## config.mk

```make
export PLATFORM = sky130hd
export DESIGN_NAME = irq_mask_latch
export DESIGN_NICKNAME = d
export VERILOG_FILES = /design/src/irq_latch_pkg.sv /design/src/irq_timer_if.sv /design/src/irq_pulse_timer.sv /design/src/irq_mask_latch.sv
export SDC_FILE = /design/constraint.sdc
export NUM_CORES = 1
export LEC_CHECK = 0
export BUFFER_PORTS_ARGS = -buffer_cell sky130_fd_sc_hd__buf_2
export CORE_UTILIZATION = 41
export DETAILED_ROUTE_END_ITERATION = 10
export GPL_TIMING_DRIVEN = 0
export HOLD_SLACK_MARGIN = 0.06
export PLACE_DENSITY = 0.62
export SETUP_SLACK_MARGIN = 0.15
export SYNTH_ARGS = -nofsm -noshare
export SYNTH_HDL_FRONTEND = slang
export SYNTH_SLANG_ARGS = --single-unit
```

## constraint.sdc

```tcl
create_clock -name clk_sys_i -period 1.6 [get_ports clk_sys_i]
set_input_delay 0.08 -clock clk_sys_i [delete_from_list [all_inputs] [get_ports clk_sys_i]]
set_output_delay 0.08 -clock clk_sys_i [all_outputs]
set_load 0.03 [all_outputs]
```

## src/irq_latch_pkg.sv

```systemverilog
/*
 * Constants for the interrupt mask and latch block: register offsets,
 * field positions, reset values, event-mode codes and pulse timing.
 * Assumes a 20 MHz system clock and an 8-bit register access port.
 */
package irq_latch_pkg;
   // Register port widths
   localparam int REG_AW = 8;
   localparam int REG_DW = 8;
   localparam int NUM_SRC = 5;

   // Register offsets
   localparam logic [7:0] ADDR_INT_CONFIG = 8'h32;
   localparam logic [7:0] ADDR_SOURCE_MASK = 8'h33;
   localparam logic [7:0] ADDR_LATCHED_STATUS = 8'h36;

   // Reset values
   localparam logic [7:0] RST_SOURCE_MASK = 8'hFF;
   localparam logic [4:0] RST_LATCHED = 5'h00;
   localparam logic [1:0] RST_EVENT_MODE = 2'h0;
   localparam logic RST_POLARITY = 1'b0;
   localparam logic RST_FILTER = 1'b0;
   localparam logic [7:0] READ_NONE = 8'h00;

   // Field positions
   localparam int SRC_LSB = 3;
   localparam int SRC_MSB = 7;
   localparam int CFG_POL_BIT = 7;
   localparam int CFG_MODE_LSB = 5;
   localparam int CFG_MODE_MSB = 6;
   localparam int CFG_FILTER_BIT = 2;
   localparam logic [2:0] RSVD_LOW_ZERO = 3'h0;

   // Event-mode codes
   localparam logic [1:0] MODE_LEVEL = 2'h0;
   localparam logic [1:0] MODE_PERIODIC = 2'h2;
   localparam logic [1:0] MODE_ONESHOT = 2'h3;

   // Timing
   localparam int CLK_HZ = 20_000_000;
   localparam int IRQ_PULSE_US = 2000;
   localparam int IRQ_PERIOD_US = 4000;
   localparam int PULSE_CYCLES = IRQ_PULSE_US * (CLK_HZ / 1_000_000);
   localparam int PERIOD_CYCLES = IRQ_PERIOD_US * (CLK_HZ / 1_000_000);

   // Output timer states
   typedef enum logic [2:0] {
      T_IDLE = 3'b001,
      T_HIGH = 3'b010,
      T_LOW = 3'b100
   } timer_state_t;
endpackage

```

## src/irq_timer_if.sv

```systemverilog
/*
 * Link between the latch logic and the interrupt output timer.
 * Assumes both ends run on the same system clock.
 */
`timescale 1ns/100ps
interface irq_timer_if;
   logic [1:0] mode;
   logic level;
   logic trigger;
   logic active;

   modport ctrl (output mode, output level, output trigger, input active);
   modport timer (input mode, input level, input trigger, output active);
endinterface

```

## src/irq_pulse_timer.sv

```systemverilog
/*
 * Interrupt output shaping: level, periodic 2 ms in 4 ms, or one 2 ms
 * pulse per event. Assumes mode, level and trigger come from the latch
 * logic on the same clock.
 */
`timescale 1ns/100ps
module irq_pulse_timer
#(
   parameter int PULSE_CYCLES = irq_latch_pkg::PULSE_CYCLES,
   parameter int PERIOD_CYCLES = irq_latch_pkg::PERIOD_CYCLES
)
(
   // Clock and reset
   input wire logic clk_sys_i,
   input wire logic sys_rst_i,
   // Timer link
   irq_timer_if.timer tmr
);
   import irq_latch_pkg::*;

   localparam int CW = $clog2(PERIOD_CYCLES + 1);
   localparam logic [CW-1:0] PULSE_END = CW'(PULSE_CYCLES - 1);
   localparam logic [CW-1:0] PERIOD_END = CW'(PERIOD_CYCLES - 1);
   localparam logic [CW-1:0] CNT_ZERO = '0;

   timer_state_t state_reg;
   timer_state_t state_next;
   logic [CW-1:0] cnt_reg;
   logic [CW-1:0] cnt_next;

   ////////////////////////////////////////////////////////////////////
   // Next state
   wire periodic = (tmr.mode == MODE_PERIODIC);
   wire oneshot = (tmr.mode == MODE_ONESHOT);
   wire pulse_done = (cnt_reg == PULSE_END);
   wire period_done = (cnt_reg == PERIOD_END);

   always_comb
   begin
      state_next = state_reg;
      cnt_next = cnt_reg + CW'(1);
      unique case (state_reg)
         T_IDLE:
         begin
            cnt_next = CNT_ZERO;
            if ((periodic && tmr.level) || (oneshot && tmr.trigger))
               state_next = T_HIGH;
         end
         T_HIGH:
         begin
            if (pulse_done)
               state_next = oneshot ? T_IDLE : T_LOW;
            if (!periodic && !oneshot)
               state_next = T_IDLE;
            if (periodic && !tmr.level)
               state_next = T_IDLE;
         end
         T_LOW:
         begin
            if (period_done)
            begin
               cnt_next = CNT_ZERO;
               state_next = T_HIGH;
            end
            if (!periodic || !tmr.level)
               state_next = T_IDLE;
         end
      endcase
   end

   always_ff @(posedge clk_sys_i or posedge sys_rst_i)
   begin
      if (sys_rst_i)
      begin
         state_reg <= T_IDLE;
         cnt_reg <= CNT_ZERO;
      end
      else
      begin
         state_reg <= state_next;
         cnt_reg <= cnt_next;
      end
   end

   assign tmr.active = (tmr.mode == MODE_LEVEL) ? tmr.level :
                       (state_reg == T_HIGH);
endmodule

```

## src/irq_mask_latch.sv

```systemverilog
/*
 * Interrupt mask, latch and configuration registers with the interrupt
 * output pin. Assumes single-cycle register strobes on the system clock
 * from the control port, and one-cycle event pulses from the sources.
 */
// Notes on behaviour
// - The mask register resets to all ones so every source starts masked.
// - Mask bit 7 masks the serial audio port clock error source.
// - Mask bit 6 masks the PLL lock source.
// - Mask bit 5 masks the serial input mixing saturation source.
// - Mask bit 4 masks the voice activity power-up source.
// - Mask bit 3 masks the voice activity power-down source.
// - The latched status register is read-only, resets to zero, bits 2-0 read zero.
// - Status bit 7 latches a serial audio port clock error and self-clears.
// - Status bit 6 latches a PLL lock event and self-clears.
// - Status bit 5 latches a mixing saturation alert and self-clears.
// - Status bit 4 latches voice activity power-up and self-clears.
// - Status bit 3 latches voice activity power-down and self-clears.
// - The readback filter select shows all events when clear, only unmasked when set.
// - The polarity bit makes the interrupt pin active low at 0, active high at 1.
// - Event mode 0 is level, 2 pulses 2 ms every 4 ms, 3 gives one 2 ms pulse per event.
`timescale 1ns/100ps
module irq_mask_latch
#(
   parameter int PULSE_CYCLES = irq_latch_pkg::PULSE_CYCLES,
   parameter int PERIOD_CYCLES = irq_latch_pkg::PERIOD_CYCLES
)
(
   // Clock and reset
   input wire logic clk_sys_i,
   input wire logic sys_rst_i,
   // Register port
   input wire logic [irq_latch_pkg::REG_AW-1:0] reg_addr_i,
   input wire logic reg_wr_i,
   input wire logic reg_rd_i,
   input wire logic [irq_latch_pkg::REG_DW-1:0] reg_wdata_i,
   output logic [irq_latch_pkg::REG_DW-1:0] reg_rdata_o,
   // Event pulses: 4 clock error, 3 PLL lock, 2 saturation, 1/0 voice
   input wire logic [irq_latch_pkg::NUM_SRC-1:0] event_pulses_i,
   // Interrupt pin
   output logic irq_pin_o
);
   import irq_latch_pkg::*;

   logic [REG_DW-1:0] mask_reg;
   logic [NUM_SRC-1:0] latch_reg;
   logic [NUM_SRC-1:0] latch_next;
   logic polarity_reg;
   logic [1:0] mode_reg;
   logic filter_reg;
   logic [REG_DW-1:0] rdata_next;

   irq_timer_if tmr ();

   function automatic logic [REG_DW-1:0] place_src(
      input logic [NUM_SRC-1:0] bits);
      place_src = {bits, RSVD_LOW_ZERO};
   endfunction

   ////////////////////////////////////////////////////////////////////
   // Decode
   wire cfg_wr = reg_wr_i && (reg_addr_i == ADDR_INT_CONFIG);
   wire mask_wr = reg_wr_i && (reg_addr_i == ADDR_SOURCE_MASK);
   wire stat_rd = reg_rd_i && (reg_addr_i == ADDR_LATCHED_STATUS);
   wire [NUM_SRC-1:0] src_mask = mask_reg[SRC_MSB:SRC_LSB];
   wire [NUM_SRC-1:0] unmasked = latch_reg & ~src_mask;
   wire [NUM_SRC-1:0] shown = filter_reg ? unmasked : latch_reg;
   wire [REG_DW-1:0] cfg_view = {polarity_reg, mode_reg, 2'h0,
                                 filter_reg, 2'h0};

   ////////////////////////////////////////////////////////////////////
   // Latches: set wins over the read clear
   assign latch_next = stat_rd ? event_pulses_i
                               : (latch_reg | event_pulses_i);

   always_comb
   begin
      rdata_next = READ_NONE;
      if (reg_rd_i)
      begin
         unique case (reg_addr_i)
            ADDR_INT_CONFIG: rdata_next = cfg_view;
            ADDR_SOURCE_MASK: rdata_next = mask_reg;
            ADDR_LATCHED_STATUS: rdata_next = place_src(shown);
            default: rdata_next = READ_NONE;
         endcase
      end
   end

   always_ff @(posedge clk_sys_i or posedge sys_rst_i)
   begin
      if (sys_rst_i)
      begin
         mask_reg <= RST_SOURCE_MASK;
         latch_reg <= RST_LATCHED;
         polarity_reg <= RST_POLARITY;
         mode_reg <= RST_EVENT_MODE;
         filter_reg <= RST_FILTER;
         reg_rdata_o <= READ_NONE;
      end
      else
      begin
         if (mask_wr)
            mask_reg <= reg_wdata_i;
         if (cfg_wr)
         begin
            polarity_reg <= reg_wdata_i[CFG_POL_BIT];
            mode_reg <= reg_wdata_i[CFG_MODE_MSB:CFG_MODE_LSB];
            filter_reg <= reg_wdata_i[CFG_FILTER_BIT];
         end
         latch_reg <= latch_next;
         reg_rdata_o <= rdata_next;
      end
   end

   ////////////////////////////////////////////////////////////////////
   // Interrupt output
   assign tmr.mode = mode_reg;
   assign tmr.level = |unmasked;
   assign tmr.trigger = |(event_pulses_i & ~src_mask);

   irq_pulse_timer #(
      .PULSE_CYCLES(PULSE_CYCLES),
      .PERIOD_CYCLES(PERIOD_CYCLES)
   ) u_timer (
      .clk_sys_i(clk_sys_i),
      .sys_rst_i(sys_rst_i),
      .tmr(tmr.timer)
   );

   always_ff @(posedge clk_sys_i or posedge sys_rst_i)
   begin
      if (sys_rst_i)
         irq_pin_o <= !RST_POLARITY;
      else
         irq_pin_o <= polarity_reg ? tmr.active : !tmr.active;
   end
endmodule

```

==> results.yml <==
floorplan:
  die_w_um: 76.2
  die-area_um2: 5800
  core_area_um2: 5200
  io-pin-count: 34
  die_h_um: 76.2
  rows: 26
  initial_core_util_pct: 43.3
clocking:
  cts_buffers: 5
  cts_tree: "yes"
  cts.clk_slew.worst_paths_ps: 80
  clk_root_buffer_cell: "clkbuf_8"
  h-tree-depth: 2
  cts.sinks: 46
  worstSkewPairLatency_ps: 300
  clockBufferDepth: 2
layout:
  drive_gt1_share_pct: 39.2
  largest_register_ffs: 17
  syn_to_final_growth_pct: 35.3
  nNetsFinal: 311
  n_antenna_cell: 0
  layoutNonFillerInstCount: 356
synth:
  syn_area_um2: 2250
  yosysWarnings: 0
  synth.avg_cell_area_um2: 10.7
  ys_seq_area_share_pct: 51.6
  synth_seq_cells: 46
  synth_ff_type: "dfrtp_1"
  syn_inst: 210
  yosysUniqueCellTypes: 43
  synth_edf_count: 0
  async_flop_share_pct: 100
  syn-num-nets: 236
critical_path:
  worstPathMaxFanout: 2
  worstReg2RegStart: "u_timer.state_reg[0]"
  reg2reg_to: "u_timer.state_reg[1]"
  cp_data_required_time_ps: 1790
  cp-start-kind: "register"
  path_class: "register to register"
  r2r_slack_ps: -0.06
  worstPathArrival_ps: 1790
  rr_worst_depth: 4
  critPathCaptureType: "register"
grt:
  grt_usage_pct: 18.0
  antenna_found_initial: 0
  grt_start_max_net_pins: 37
  grt_overflow: 0
  grt_pass1_wl_um: 8310
  grt_pass1_vias: 1728
timing:
  period_needed_ps: 1600
  worst_slack_ps: -0.0592
  fin_worst_skew_ps: 6.42
  worst_pin_slew_ps: 439
  final-max-slew-violation-count: 0
  setup_viol: 1
  relSlewSlack_pct: 70.6
  final-hold-violation-count: 0
  fmax_mhz: 625
  fin_crit_sh_pct: 100
  grt_setup_unrepaired: "yes"
detailed_routing:
  num_vias: 1789
  dr.first_iter.drc_count: 130
  drt-pass1-iter-count: 5
  routed_via_density: 5.03
  wire_per_inst_um: 13.2
  wl_um: 4710
  ant_nets: 0
  drcViolationCount: 0
worst_hold_path:
  whs_path_depth: 2
  hp-class: "input port to register"
  hp-start: "reg_addr_i[2]"
  hold_path_end: "reg_rdata_o[2]"
status:
  outcome: "finished, violations left"
  violations: "setup timing"
pwr:
  p_leak_nw: 1.45
  total_power_mw: 3.02
  power.density_nw_per_um2: 989
  peakVddDrop_v: 0.000519
placed_design:
  hpwl_um: 3160
  gp_congestion: 0.764
  io_buffers: 32
  dp_cells: 313
flow_run:
  drv_cap: 0
[report_power, final]
part	total [mW]	switching, mW	internal [mW]	leakage, nW
sequential	1.36	0.0769	1.28	0.571
clock	0.811	0.375	0.436	0.0575
combinational	0.846	0.399	0.448	0.820
total	3.02	0.851	2.17	1.45
[cell usage after synthesis (4+ instances only)]
cell | number | area share (%)
xnor2_1 | 4 | 1.6
and4_1 | 4 | 1.6
nor2_1 | 27 | 4.5
mux2_2 | 12 | 6.0
dfstp_2 | 10 | 12
a21oi_1 | 4 | 0.89
dfrtp_1 | 36 | 40
and3_1 | 4 | 1.1
nor2b_1 | 7 | 1.9
nor3b_1 | 4 | 1.3
nand3_1 | 7 | 1.6
nand2_1 | 23 | 3.8
xor2_1 | 13 | 5.0
inv_1 | 8 | 1.3
[cells by family (layout without fill, tap and decap cells)]
family / after synthesis / after routing / share of synthesized area (%)
buf+inv: 13 / 89 / 2.94
compound gates: 24 / 24 / 8.05
simple gates: 96 / 96 / 23.8
fa+ha+maj: 1 / 1 / 0.555
mux: 13 / 13 / 6.44
flops: 46 / 46 / 51.6
xor+xnor: 17 / 17 / 6.60
[layout make-up]
class / instances / area (um2)
fill: 454 / 2150
sequential: 46 / 1160
multi-input combinational: 151 / 1120
timing repair buffer: 68 / 489
clock buffer: 8 / 110
tap: 70 / 87.6
buffer: 5 / 46.3
inverter: 8 / 30.0
[metrics by stage]
step | hold WS [ps] | cell area, um2 | setup TNS (ps) | utilization (%) | worst slack (ps)
finish | 78.4 | 3050 | -0.0592 | 58.6 | -0.0592
global placement | 283 | 2520 | -7770 | 48.5 | -204
detailed placement | 35.9 | 2540 | -812 | 48.9 | -85.5
floorplan | 172 | 2280 | 0 | - | 46.1
global route | 79.6 | 3050 | -78.7 | 58.6 | -59.7
CTS | 67.5 | 3000 | -23.9 | 57.7 | -23.9
[layout by cell type (no fill, tap or decap), drive strengths merged, types with 7 or more instances in the layout]
cell type | synthesis | layout
buf | 5 | 59
clkbuf | 0 | 8
dfrtp | 36 | 36
dfstp | 10 | 10
dlygate4sd3 | 0 | 14
inv | 8 | 8
mux2 | 12 | 12
nand2 | 24 | 24
nand3 | 7 | 7
nor2 | 27 | 27
nor2b | 7 | 7
xor2 | 13 | 13
[worst max path at each step]
stage / slack (ps) / start / endpoint
after floorplan: 50 / u_timer.state_reg[0] / u_timer.state_reg[1]
after global placement: -200 / sys_rst_i / filter_reg
after detailed placement: -90 / u_timer.cnt_reg[2] / u_timer.cnt_reg[0]
after CTS: -20 / u_timer.state_reg[0] / u_timer.state_reg[1]
after global routing: -60 / u_timer.state_reg[0] / u_timer.state_reg[1]
final: -0.06 / u_timer.state_reg[0] / u_timer.state_reg[1]
[metal layers]
layer	wire [um]	up-vias	part of all wire [%]	GRT usage (%)
li1	-	877	-	-
met5	0	-	0	0
met3	148	4	3.1	3.59
met2	2200	29	47	26.6
met1	2330	879	49	26.4
met4	32	0	0.68	5.77
[repair_timing]
item / 4_1_cts / 5_1_grt
gates cloned: 1 / 0
pin swaps: 17 / 6
hold endpoints to repair: 53 / 0
endpoints found under the setup margin: 19 / 20
gates resized for setup: 18 / 6
buffers inserted: 18 / 2
hold buffers: 14 / 0
[worst max-delay path, stage by stage (launching register included)]
cell      delay, ps
dfstp_2         540
or3b_4          390
nor4_4          320
a211oi_2         60
o21a_1          180
No activity file was read; power rests on OpenSTA's default activity.
